$ cat config.mk
export PLATFORM = sky130hd
export DESIGN_NAME = tar_thermal_alert
export DESIGN_NICKNAME = d
export VERILOG_FILES = /design/src/core/tar_pkg.sv /design/src/core/tar_thermal_alert.sv
export VERILOG_INCLUDE_DIRS = /design/src /design/src/core
export SDC_FILE = /design/constraint.sdc
export NUM_CORES = 1
export LEC_CHECK = 0
export BUFFER_PORTS_ARGS = -buffer_cell sky130_fd_sc_hd__buf_4
export CAP_MARGIN = 20
export CORE_MARGIN = 4
export CORE_UTILIZATION = 25
export CTS_CLUSTER_SIZE = 30
export DETAILED_ROUTE_END_ITERATION = 6
export PLACE_DENSITY = 0.5
export SLEW_MARGIN = 20
export SYNTH_ARGS = -nofsm -noshare
export SYNTH_HDL_FRONTEND = slang
export SYNTH_SLANG_ARGS = --single-unit
$ cat constraint.sdc
create_clock -name clk_sys_in -period 3.5 [get_ports clk_sys_in]
set_clock_uncertainty 0.1 [all_clocks]
set_input_delay 0.525 -clock clk_sys_in [delete_from_list [all_inputs] [get_ports clk_sys_in]]
set_output_delay 0.525 -clock clk_sys_in [all_outputs]
set_load 0.01 [all_outputs]
$ cat src/core/tar_defs.svh
`ifndef TAR_DEFS_SVH
`define TAR_DEFS_SVH

// ****************************************
// Register offsets
// ****************************************
`define TAR_ADDR_INT_TRIP_PROG   8'h13
`define TAR_ADDR_REM_TRIP_PROG   8'h14
`define TAR_ADDR_INT_TRIP_DEF    8'h17
`define TAR_ADDR_REM_TRIP_DEF    8'h18
`define TAR_ADDR_REM_HIGH        8'h30
`define TAR_ADDR_REM_LOW         8'h31
`define TAR_ADDR_COMPANY         8'h3e
`define TAR_ADDR_REVISION        8'h3f
`define TAR_ADDR_CONFIG          8'h40
`define TAR_ADDR_STATUS          8'h41
`define TAR_ADDR_FAN_LEVEL       8'h42
`define TAR_ADDR_MASK            8'h43
`define TAR_ADDR_RAMP            8'hc0

// ****************************************
// Reset values
// ****************************************
`define TAR_CONFIG_RST           8'h21
`define TAR_INT_TRIP_PROG_RST    8'h7f
`define TAR_REM_TRIP_RST         8'h64
`define TAR_INT_TRIP_DEF_VAL     8'h46
`define TAR_REM_HIGH_RST         8'h7f
`define TAR_REM_LOW_RST          8'h80
`define TAR_FULL_SCALE           8'hff

// ****************************************
// Field positions
// ****************************************
`define TAR_CFG_INT_EN           1
`define TAR_CFG_LOCK             3
`define TAR_CFG_SOFT_RST         4
`define TAR_CFG_INPUT_INV        6
`define TAR_ST_REM_OOL           0
`define TAR_ST_SW1               1
`define TAR_ST_SW2               2
`define TAR_ST_INPUT             4
`define TAR_ST_THERM             5
`define TAR_RAMP_EN              0

// ****************************************
// Timing
// ****************************************
`define TAR_CLK_PERIOD_NS        40
`define TAR_RAMP_BASE_NS         1000000
`define TAR_RAMP_BASE_CYC        (`TAR_RAMP_BASE_NS / `TAR_CLK_PERIOD_NS)
`define TAR_HYST_DEG             5
`define TAR_CONSEC               3

`endif

$ cat src/core/tar_pkg.sv
package tar_pkg;

   typedef logic [7:0] tar_byte_t;

   typedef enum logic [0:0] {
      TAR_NORMAL = 1'b0,
      TAR_FORCED = 1'b1
   } tar_therm_t;

endpackage

$ cat src/core/tar_thermal_alert.sv
// What this block does
// - Power-up or either reset pin zeroes fan level, ramp counter and ramp register.
// - With ramping off, a written fan level appears on the output at once.
// - Enabling ramping preloads the counter with the fan level, output holds.
// - Counter steps toward target at selected rate, stops there, reverses on new target.
// - Overtemperature outputs act regardless of any ramp in progress.
// - Remote limit status bit 0 and its alert set only after three consecutive out-of-limit conversions.
// - Unmasked, alert goes low on remote limit violation or while overtemperature low.
// - Cleared alert stays off until three in-limit, then three out-of-limit conversions.
// - Mask bit blocks the alert source while the status bit still sets.
// - Writing one clears a status bit, except the live general input and overtemperature bits.
// - Writing one to status bits 1 and 2 toggles them: sets a software interrupt when clear, clears it when set.
// - Configuration bit 1 enables alert; clearing it releases alert, status kept.
// - Each measurement compared to limits; unmasked status bits ORed onto alert.
// - Both overtemperature outputs behave identically and assert together.
// - Overtemperature follows only the hardware trip limits, not alert limits.
// - Overtemperature asserts after three over, releases after three five degrees below.
// - While overtemperature, fan output forced full scale and fan-off negated.
// - After forcing ends, fan output returns to the ramp counter when ramping, else to the latest programmed value.
// - Status bit 4 follows general input live, inverted by configuration bit 6.
// - Auxiliary reset restores all and halts conversions; system reset clears lock, fan.
// - Configuration bit 4 soft reset restores status, mask and config except lock; rearms alert only.
// - Power-on reset initialises configuration, status, mask, fan and trip registers.
// - Lock bit settable only to one; selects and write-locks programmable trips.
// - Default trips are 100 degrees remote and 70 degrees internal.
`timescale 1ns/1ps
`default_nettype none
`include "tar_defs.svh"

module tar_thermal_alert
   import tar_pkg::*;
#(
   parameter int        RAMP_BASE_CYC = `TAR_RAMP_BASE_CYC,
   parameter tar_byte_t COMPANY_ID    = 8'h5a, // Arbitrary value
   parameter tar_byte_t REVISION_ID   = 8'h20  // Arbitrary value
) (
   input  wire logic       clk_sys_in,
   input  wire logic       srst_in,
   input  wire logic       auxiliary_reset_n_in,
   input  wire logic       system_reset_n_in,
   input  wire logic       general_input_in,
   input  wire logic       conv_valid_in,
   input  wire logic [7:0] remote_temp_in,
   input  wire logic [7:0] internal_temp_in,
   input  wire logic       reg_wr_in,
   input  wire logic       reg_rd_in,
   input  wire logic [7:0] reg_addr_in,
   input  wire logic [7:0] reg_wdata_in,
   output var  logic [7:0] reg_rdata_out,
   output var  logic [7:0] fan_level_out,
   output var  logic       fan_off_out,
   output var  logic       alert_n_out,
   output var  logic       alert_oe_out,
   output var  logic       overtemp_out_a_n_out,
   output var  logic       overtemp_out_a_oe_out,
   output var  logic       overtemp_out_b_n_out,
   output var  logic       overtemp_out_b_oe_out
);

   // ****************************************
   // Resets and decode
   // ****************************************
   wire logic full_rst;
   wire logic sys_rst;
   wire logic conv_ok;
   wire logic wr_cfg;
   wire logic wr_stat;
   wire logic wr_mask;
   wire logic wr_fan;
   wire logic wr_ramp;
   wire logic wr_int_trip;
   wire logic wr_rem_trip;
   wire logic wr_high;
   wire logic wr_low;
   wire logic soft_rst;
   tar_byte_t cfg;
   tar_byte_t mask;
   tar_byte_t int_trip;
   tar_byte_t rem_trip;
   tar_byte_t rem_high;
   tar_byte_t rem_low;
   tar_byte_t next_cfg;

   assign full_rst = srst_in | ~auxiliary_reset_n_in;
   assign sys_rst  = ~system_reset_n_in;
   assign conv_ok  = conv_valid_in & auxiliary_reset_n_in;

   assign wr_cfg      = reg_wr_in && (reg_addr_in == `TAR_ADDR_CONFIG);
   assign wr_stat     = reg_wr_in && (reg_addr_in == `TAR_ADDR_STATUS);
   assign wr_mask     = reg_wr_in && (reg_addr_in == `TAR_ADDR_MASK);
   assign wr_fan      = reg_wr_in && (reg_addr_in == `TAR_ADDR_FAN_LEVEL);
   assign wr_ramp     = reg_wr_in && (reg_addr_in == `TAR_ADDR_RAMP);
   assign wr_high     = reg_wr_in && (reg_addr_in == `TAR_ADDR_REM_HIGH);
   assign wr_low      = reg_wr_in && (reg_addr_in == `TAR_ADDR_REM_LOW);
   assign wr_int_trip = reg_wr_in && (reg_addr_in == `TAR_ADDR_INT_TRIP_PROG) &&
                        !cfg[`TAR_CFG_LOCK];
   assign wr_rem_trip = reg_wr_in && (reg_addr_in == `TAR_ADDR_REM_TRIP_PROG) &&
                        !cfg[`TAR_CFG_LOCK];
   assign soft_rst    = wr_cfg && reg_wdata_in[`TAR_CFG_SOFT_RST];

   // ****************************************
   // Configuration, mask and limits
   // ****************************************

   // lock only sets; soft reset keeps it
   assign next_cfg = soft_rst ?
                     (`TAR_CONFIG_RST | (cfg & (8'h01 << `TAR_CFG_LOCK))) :
                     ((reg_wdata_in & ~(8'h01 << `TAR_CFG_SOFT_RST)) |
                      (cfg & (8'h01 << `TAR_CFG_LOCK)));

   always_ff @(posedge clk_sys_in) begin
      if (full_rst) begin
         cfg      <= `TAR_CONFIG_RST;
         mask     <= 8'h00;
         int_trip <= `TAR_INT_TRIP_PROG_RST;
         rem_trip <= `TAR_REM_TRIP_RST;
         rem_high <= `TAR_REM_HIGH_RST;
         rem_low  <= `TAR_REM_LOW_RST;
      end else begin
         if (sys_rst) begin
            cfg[`TAR_CFG_LOCK] <= 1'b0;
         end else if (wr_cfg) begin
            cfg <= next_cfg;
         end
         if (soft_rst) begin
            mask <= 8'h00;
         end else if (wr_mask) begin
            mask <= reg_wdata_in;
         end
         if (wr_int_trip) begin
            int_trip <= reg_wdata_in;
         end
         if (wr_rem_trip) begin
            rem_trip <= reg_wdata_in;
         end
         if (wr_high) begin
            rem_high <= reg_wdata_in;
         end
         if (wr_low) begin
            rem_low <= reg_wdata_in;
         end
      end
   end

   // ****************************************
   // Overtemperature per sensor
   // ****************************************
   tar_byte_t  temp_s [2];
   tar_byte_t  trip_s [2];
   tar_therm_t therm_st [2];
   wire logic  therm_any;

   assign temp_s[0] = remote_temp_in;
   assign temp_s[1] = internal_temp_in;
   assign trip_s[0] = cfg[`TAR_CFG_LOCK] ? rem_trip : `TAR_REM_TRIP_RST;
   assign trip_s[1] = cfg[`TAR_CFG_LOCK] ? int_trip : `TAR_INT_TRIP_DEF_VAL;

   genvar gi;
   generate
      for (gi = 0; gi < 2; gi = gi + 1) begin : g_therm
         logic [1:0] over_cnt;
         logic [1:0] under_cnt;
         wire logic  over;
         wire logic  under;
         assign over  = $signed(temp_s[gi]) > $signed(trip_s[gi]);
         assign under = $signed({temp_s[gi][7], temp_s[gi]}) <=
                        ($signed({trip_s[gi][7], trip_s[gi]}) - $signed(9'(`TAR_HYST_DEG)));
         always_ff @(posedge clk_sys_in) begin
            if (full_rst) begin
               over_cnt     <= 2'h0;
               under_cnt    <= 2'h0;
               therm_st[gi] <= TAR_NORMAL;
            end else if (conv_ok) begin
               over_cnt  <= over ? ((over_cnt == 2'h3) ? 2'h3 : over_cnt + 2'h1) : 2'h0;
               under_cnt <= under ? ((under_cnt == 2'h3) ? 2'h3 : under_cnt + 2'h1) : 2'h0;
               case (therm_st[gi])
                  TAR_NORMAL: begin
                     if (over && over_cnt >= 2'h2) begin
                        therm_st[gi] <= TAR_FORCED;
                     end
                  end
                  TAR_FORCED: begin
                     if (under && under_cnt >= 2'h2) begin
                        therm_st[gi] <= TAR_NORMAL;
                     end
                  end
                  default: begin
                     therm_st[gi] <= TAR_NORMAL;
                  end
               endcase
            end
         end
      end
   endgenerate

   assign therm_any = (therm_st[0] == TAR_FORCED) || (therm_st[1] == TAR_FORCED);

   // ****************************************
   // Remote limit alert source
   // ****************************************
   logic [1:0] ool_cnt;
   logic [1:0] inl_cnt;
   logic       armed;
   logic [2:0] stat_lat;
   wire logic  ool;
   wire logic  ool_set;
   wire logic  inl_rearm;
   wire logic  in_level;
   wire logic [7:0] stat_view;
   wire logic [2:0] stat_clr;
   wire logic [2:0] stat_set;

   assign ool       = ($signed(remote_temp_in) > $signed(rem_high)) ||
                      ($signed(remote_temp_in) < $signed(rem_low));
   assign ool_set   = conv_ok && ool && armed && (ool_cnt >= 2'h2);
   assign inl_rearm = conv_ok && !ool && (inl_cnt >= 2'h2);
   assign in_level  = general_input_in ^ cfg[`TAR_CFG_INPUT_INV];
   assign stat_view = {2'b00, therm_any, in_level, 1'b0, stat_lat};
   assign stat_clr  = wr_stat ? {reg_wdata_in[2:1] & stat_lat[2:1],
                                 reg_wdata_in[0]} : 3'h0;
   assign stat_set  = {wr_stat && reg_wdata_in[`TAR_ST_SW2] && !stat_lat[2],
                       wr_stat && reg_wdata_in[`TAR_ST_SW1] && !stat_lat[1],
                       ool_set};

   always_ff @(posedge clk_sys_in) begin
      if (full_rst || soft_rst) begin
         ool_cnt  <= 2'h0;
         inl_cnt  <= 2'h0;
         armed    <= 1'b1;
         stat_lat <= 3'h0;
      end else begin
         if (conv_ok) begin
            ool_cnt <= ool ? ((ool_cnt == 2'h3) ? 2'h3 : ool_cnt + 2'h1) : 2'h0;
            inl_cnt <= !ool ? ((inl_cnt == 2'h3) ? 2'h3 : inl_cnt + 2'h1) : 2'h0;
         end
         if (ool_set) begin
            armed <= 1'b0;
         end else if (inl_rearm) begin
            armed <= 1'b1;
         end
         // Set wins over clear
         stat_lat[2:1] <= (stat_lat[2:1] & ~stat_clr[2:1]) | stat_set[2:1];
         stat_lat[0]   <= (stat_lat[0] & ~stat_clr[0] & ~inl_rearm) | stat_set[0];
      end
   end

   // ****************************************
   // Fan level and ramp
   // ****************************************
   tar_byte_t   fan_level;
   tar_byte_t   ramp_cnt;
   tar_byte_t   ramp_ctl;
   logic [31:0] base_cnt;
   tar_byte_t   step_cnt;
   wire logic   base_tick;
   wire logic   step_tick;
   wire logic   ramp_on;
   wire logic [7:0] step_len;
   wire logic [7:0] fan_src;

   assign ramp_on   = ramp_ctl[`TAR_RAMP_EN];
   assign base_tick = (base_cnt == 32'(RAMP_BASE_CYC - 1));
   assign step_len  = 8'h01 << ramp_ctl[3:1];
   assign step_tick = base_tick && (step_cnt >= step_len - 8'h01);

   always_ff @(posedge clk_sys_in) begin
      if (full_rst || sys_rst) begin
         fan_level <= 8'h00;
         ramp_cnt  <= 8'h00;
         ramp_ctl  <= 8'h00;
         base_cnt  <= 32'h0;
         step_cnt  <= 8'h00;
      end else begin
         base_cnt <= base_tick ? 32'h0 : base_cnt + 32'h1;
         if (base_tick) begin
            step_cnt <= step_tick ? 8'h00 : step_cnt + 8'h01;
         end
         if (wr_fan) begin
            fan_level <= reg_wdata_in;
         end
         if (wr_ramp) begin
            ramp_ctl <= reg_wdata_in;
         end
         if (!ramp_on) begin
            ramp_cnt <= fan_level;
         end else if (step_tick && ramp_cnt < fan_level) begin
            ramp_cnt <= ramp_cnt + 8'h01;
         end else if (step_tick && ramp_cnt > fan_level) begin
            ramp_cnt <= ramp_cnt - 8'h01;
         end
      end
   end

   assign fan_src = ramp_on ? ramp_cnt : fan_level;

   // ****************************************
   // Outputs
   // ****************************************
   wire logic alert_act;
   wire logic [7:0] rd_mux;

   assign alert_act = cfg[`TAR_CFG_INT_EN] && (|(stat_view & ~mask));

   assign rd_mux = (reg_addr_in == `TAR_ADDR_CONFIG)        ? cfg :
                   (reg_addr_in == `TAR_ADDR_STATUS)        ? stat_view :
                   (reg_addr_in == `TAR_ADDR_MASK)          ? mask :
                   (reg_addr_in == `TAR_ADDR_FAN_LEVEL)     ? fan_level :
                   (reg_addr_in == `TAR_ADDR_RAMP)          ? ramp_ctl :
                   (reg_addr_in == `TAR_ADDR_INT_TRIP_PROG) ? int_trip :
                   (reg_addr_in == `TAR_ADDR_REM_TRIP_PROG) ? rem_trip :
                   (reg_addr_in == `TAR_ADDR_INT_TRIP_DEF)  ? `TAR_INT_TRIP_DEF_VAL :
                   (reg_addr_in == `TAR_ADDR_REM_TRIP_DEF)  ? `TAR_REM_TRIP_RST :
                   (reg_addr_in == `TAR_ADDR_REM_HIGH)      ? rem_high :
                   (reg_addr_in == `TAR_ADDR_REM_LOW)       ? rem_low :
                   (reg_addr_in == `TAR_ADDR_COMPANY)       ? COMPANY_ID :
                   (reg_addr_in == `TAR_ADDR_REVISION)      ? REVISION_ID : 8'h00;

   always_ff @(posedge clk_sys_in) begin
      if (full_rst) begin
         reg_rdata_out         <= 8'h00;
         fan_level_out         <= 8'h00;
         fan_off_out           <= 1'b1;
         alert_n_out           <= 1'b1;
         alert_oe_out          <= 1'b0;
         overtemp_out_a_n_out  <= 1'b1;
         overtemp_out_a_oe_out <= 1'b0;
         overtemp_out_b_n_out  <= 1'b1;
         overtemp_out_b_oe_out <= 1'b0;
      end else begin
         if (reg_rd_in) begin
            reg_rdata_out <= rd_mux;
         end
         fan_level_out <= therm_any ? `TAR_FULL_SCALE : (sys_rst ? 8'h00 : fan_src);
         fan_off_out   <= !therm_any && (sys_rst || (fan_src == 8'h00));
         alert_n_out   <= !alert_act;
         alert_oe_out  <= alert_act;
         overtemp_out_a_n_out  <= !therm_any;
         overtemp_out_a_oe_out <= therm_any;
         overtemp_out_b_n_out  <= !therm_any;
         overtemp_out_b_oe_out <= therm_any;
      end
   end

endmodule
`default_nettype wire

==> flow_metrics.env <==
export IMPL_drv_slew=0
export IMPL_drtIter0Drc=498
export IMPL_start_kind="register"
export IMPL_htree_num_levels=4
export IMPL_max_flop_register="base_cnt"
export IMPL_cts_buffers=17
export IMPL_hpwl_mm=21.28
export IMPL_p_total_uw=3884
export IMPL_use_met3_pct=2.753
export IMPL_synth_cells=1112
export IMPL_port_buffers=62
export IMPL_hp_class="in -> reg"
export IMPL_crit_required_ns=3.76
export IMPL_hold_violations=0
export IMPL_ys_types=79
export IMPL_reg2reg_from="ramp_ctl[1]"
export IMPL_r2r_end="ramp_cnt[7]"
export IMPL_layout_worst_path_cycle_share_pct=104.3
export IMPL_yosysSeqAreaShare_pct=32.84
export IMPL_synthTopCellsByCount="148 x dfxtp_1, 103 x nor2_1, 102 x nand2_1"
export IMPL_gp_congestion=0.8587
export IMPL_grt_busiest_layer="met2"
export IMPL_ys_top_cells_by_area="dfxtp_1 32%, ha_1 11%, mux2i_1 5.8%"
export IMPL_antenna_left=0
export IMPL_path_buf_inv=0
export IMPL_insertion_delay_ns=0.45
export IMPL_wl_mm=28.36
export IMPL_cp_cell_sequence="or3_1, ha_1, nand2b_4, a211oi_4, o21bai_1, a31oi_2, nor3_4, nand2_4, ha_4, a21oi_4, o2111ai_2, o31a_1, o21a_1, or4_4, a311oi_2"
export IMPL_cts_tree="built"
export IMPL_fp_row_count=70
export IMPL_worst_pin_slew_ns=0.7630
export IMPL_leakage_uw=0.004565
export IMPL_met1_usage_pct=19.60
export IMPL_cellPowerDensity_nw_per_um2=341.0
export IMPL_synth_top_area_share_pct=32.18
export IMPL_clk_pin_slew_ns=0.07
export IMPL_synth_edf_count=2
export IMPL_die_w_um=199.9
export IMPL_crit_path_top_delay_cell="or4_4"
export IMPL_io_pins=63
export IMPL_max_slew_margin_pct=48.71
export IMPL_synthArstFlopShare_pct=0
export IMPL_grt_use_met2_pct=23.04
export IMPL_netlist_area_um2=9206
export IMPL_ir_worst_vdd_mv=0.3814
export IMPL_dp_cells=1659
export IMPL_grt_max_degree=36
export IMPL_yosysTopAreaCell="dfxtp_1"
export IMPL_min_from="system_reset_n_in"
export IMPL_crit_family="compound AO/OA/AOI/OAI gates"
export IMPL_first_pass_iters=5
export IMPL_layoutNonFillerInstCount=1695
export IMPL_max_freq_mhz=273.8
export IMPL_maxCapViolCount=0
export IMPL_clockBufferDepth=2
export IMPL_setup_viol=2
export IMPL_failed_checks="setup timing"
export IMPL_synth_main_ff_cell="dfxtp_1"
export IMPL_worstSetupPathType="reg -> reg"
export IMPL_die_area_um2=39960
export IMPL_worst_ep_arrival_time_ns=3.91
export IMPL_outcome="finished, violations left"
export IMPL_overflow=0
export IMPL_vias=8428
export IMPL_cpPeakStageDelay_ns=0.41
export IMPL_r2r_setup_slack_ns=-0.15
export IMPL_syn_avg_cell_area_um2=8.279
export IMPL_reg2reg_depth=15
export IMPL_cp_max_fo=6
export IMPL_grt_setup_unrepaired="true"
export IMPL_syn_nets=1231
export IMPL_cts_root_buf="clkbuf_16"
export IMPL_synth_most_common_cell="dfxtp_1"
export IMPL_nNetsFinal=1333
export IMPL_synthToLayoutAreaGrowth_pct=23.72
export IMPL_start_util_pct=25.27
export IMPL_grt_pass1_vias=8162
export IMPL_layout_drive_gt1_share_pct=17.44
export IMPL_min_to="cfg[3]"
export IMPL_vias_per_cell=4.972
export IMPL_coreArea_um2=36430
export IMPL_grt_pass1_wl_mm=44.96
export IMPL_min_path_cells=3
export IMPL_largest_reg_flops=32
export IMPL_num_antenna_cells=0
export IMPL_setup_ws_ns=-0.1522
export IMPL_die_y_um=199.9
export IMPL_drc=0
export IMPL_endpoint_kind="register"
export IMPL_ys_ff_latch=150
export IMPL_wire_per_inst_um=16.73
export IMPL_ys_warn_count=0
export IMPL_numClockSinks=150
export IMPL_track_usage_pct=14.33
export IMPL_antenna_found_initial=0
export IMPL_min_period_ns=3.652
==> power by group <==
group	switching [µW]	leakage [µW]	total, µW	internal (µW)
Clock	838	0.000291	1850	1010
Sequential	4.97	0.00122	1720	1720
Combinational	201	0.00306	312	111
==> routing by layer <==
layer	vias to the layer above	share of wire, %
met5	-	0
met4	0	1.5
met3	32	4.0
li1	4238	-
met2	158	45
met1	4000	49
==> what timing repair did <==
action,in CTS,in global routing
pin swaps,5,6
buffers inserted,1,3
gates resized for setup,8,12
setup endpoints to repair,3,7
hold buffers,0,0
==> cells in the final DEF, fill, tap and decap left out, drive strengths merged, types with 7 or more instances in the layout <==
master  count
dfxtp     148
buf       139
nor2      104
nand2     102
ha         78
a21oi      69
nand3      61
inv        59
mux2i      53
o21ai      46
xor2       36
nor3       25
nand4      24
nor2b      20
nand2b     18
clkbuf     17
xnor2      17
a31oi      17
and3       14
a211oi     14
nor4       11
o22ai       9
a21o        8
o21a        8
nand3b      8
or4         8
o211ai      7
==> cells by family (layout without fill, tap and decap cells) <==
| family | count (synthesis) | in the layout | share of synthesized area [%] |
|---|---|---|---|
| simple gates | 427 | 427 | 23.91 |
| compound gates | 241 | 241 | 17.00 |
| flops | 150 | 150 | 32.84 |
| buf+inv | 107 | 222 | 4.471 |
| fa+ha+maj | 79 | 79 | 10.82 |
| mux | 54 | 54 | 5.885 |
| xor+xnor | 53 | 53 | 5.042 |
| other cells | 1 | 1 | 0.04073 |
==> worst reg2reg max path: stages, from the launching register on <==
cell,delay [ns]
dfxtp_1,0.31
or3_1,0.37
ha_1,0.28
nand2b_4,0.15
a211oi_4,0.23
o21bai_1,0.11
a31oi_2,0.19
nor3_4,0.08
nand2_4,0.15
ha_4,0.23
a21oi_4,0.16
o2111ai_2,0.14
o31a_1,0.28
o21a_1,0.13
or4_4,0.41
a311oi_2,0.24
==> how the worst max path moves through the flow <==
stage / from / end / slack (ns) / cells after the start
after floorplan: base_cnt[0] / ramp_cnt[7] / -0.009 / 13
after global placement: ramp_ctl[1] / ramp_cnt[7] / -0.08 / 15
after detailed placement: base_cnt[1] / ramp_cnt[7] / -0.13 / 13
after CTS: ramp_ctl[1] / ramp_cnt[7] / -0.13 / 15
after global routing: ramp_ctl[1] / ramp_cnt[7] / -0.34 / 15
final: ramp_ctl[1] / ramp_cnt[7] / -0.15 / 15
==> layout make-up <==
class,instances,area (µm²)
Sequential cell,150,3024
Clock buffer,17,425.4
Inverter,51,191.4
Fill cell,3857,25050
Clock inverter,15,158.9
Multi-Input combinational cell,855,5961
Tap cell,468,585.6
Timing Repair Buffer,139,1044
==> stage by stage <==
step	util [%]	worst slack (ns)	TNS [ns]	cell area [µm²]	hold slack (ns)
3_5_place_dp	29.29	-0.1307	-0.2410	10670	0.3505
2_1_floorplan	-	-0.008842	-0.008842	9291	0.3282
3_3_place_gp	29.29	-0.08027	-0.1035	10670	0.3434
5_1_grt	31.26	-0.3401	-0.9012	11390	0.2915
4_1_cts	31.02	-0.1342	-0.2351	11300	0.2755
6_report	31.26	-0.1522	-0.2221	11390	0.2794
Note: power is estimated with default switching activity, not from simulation.
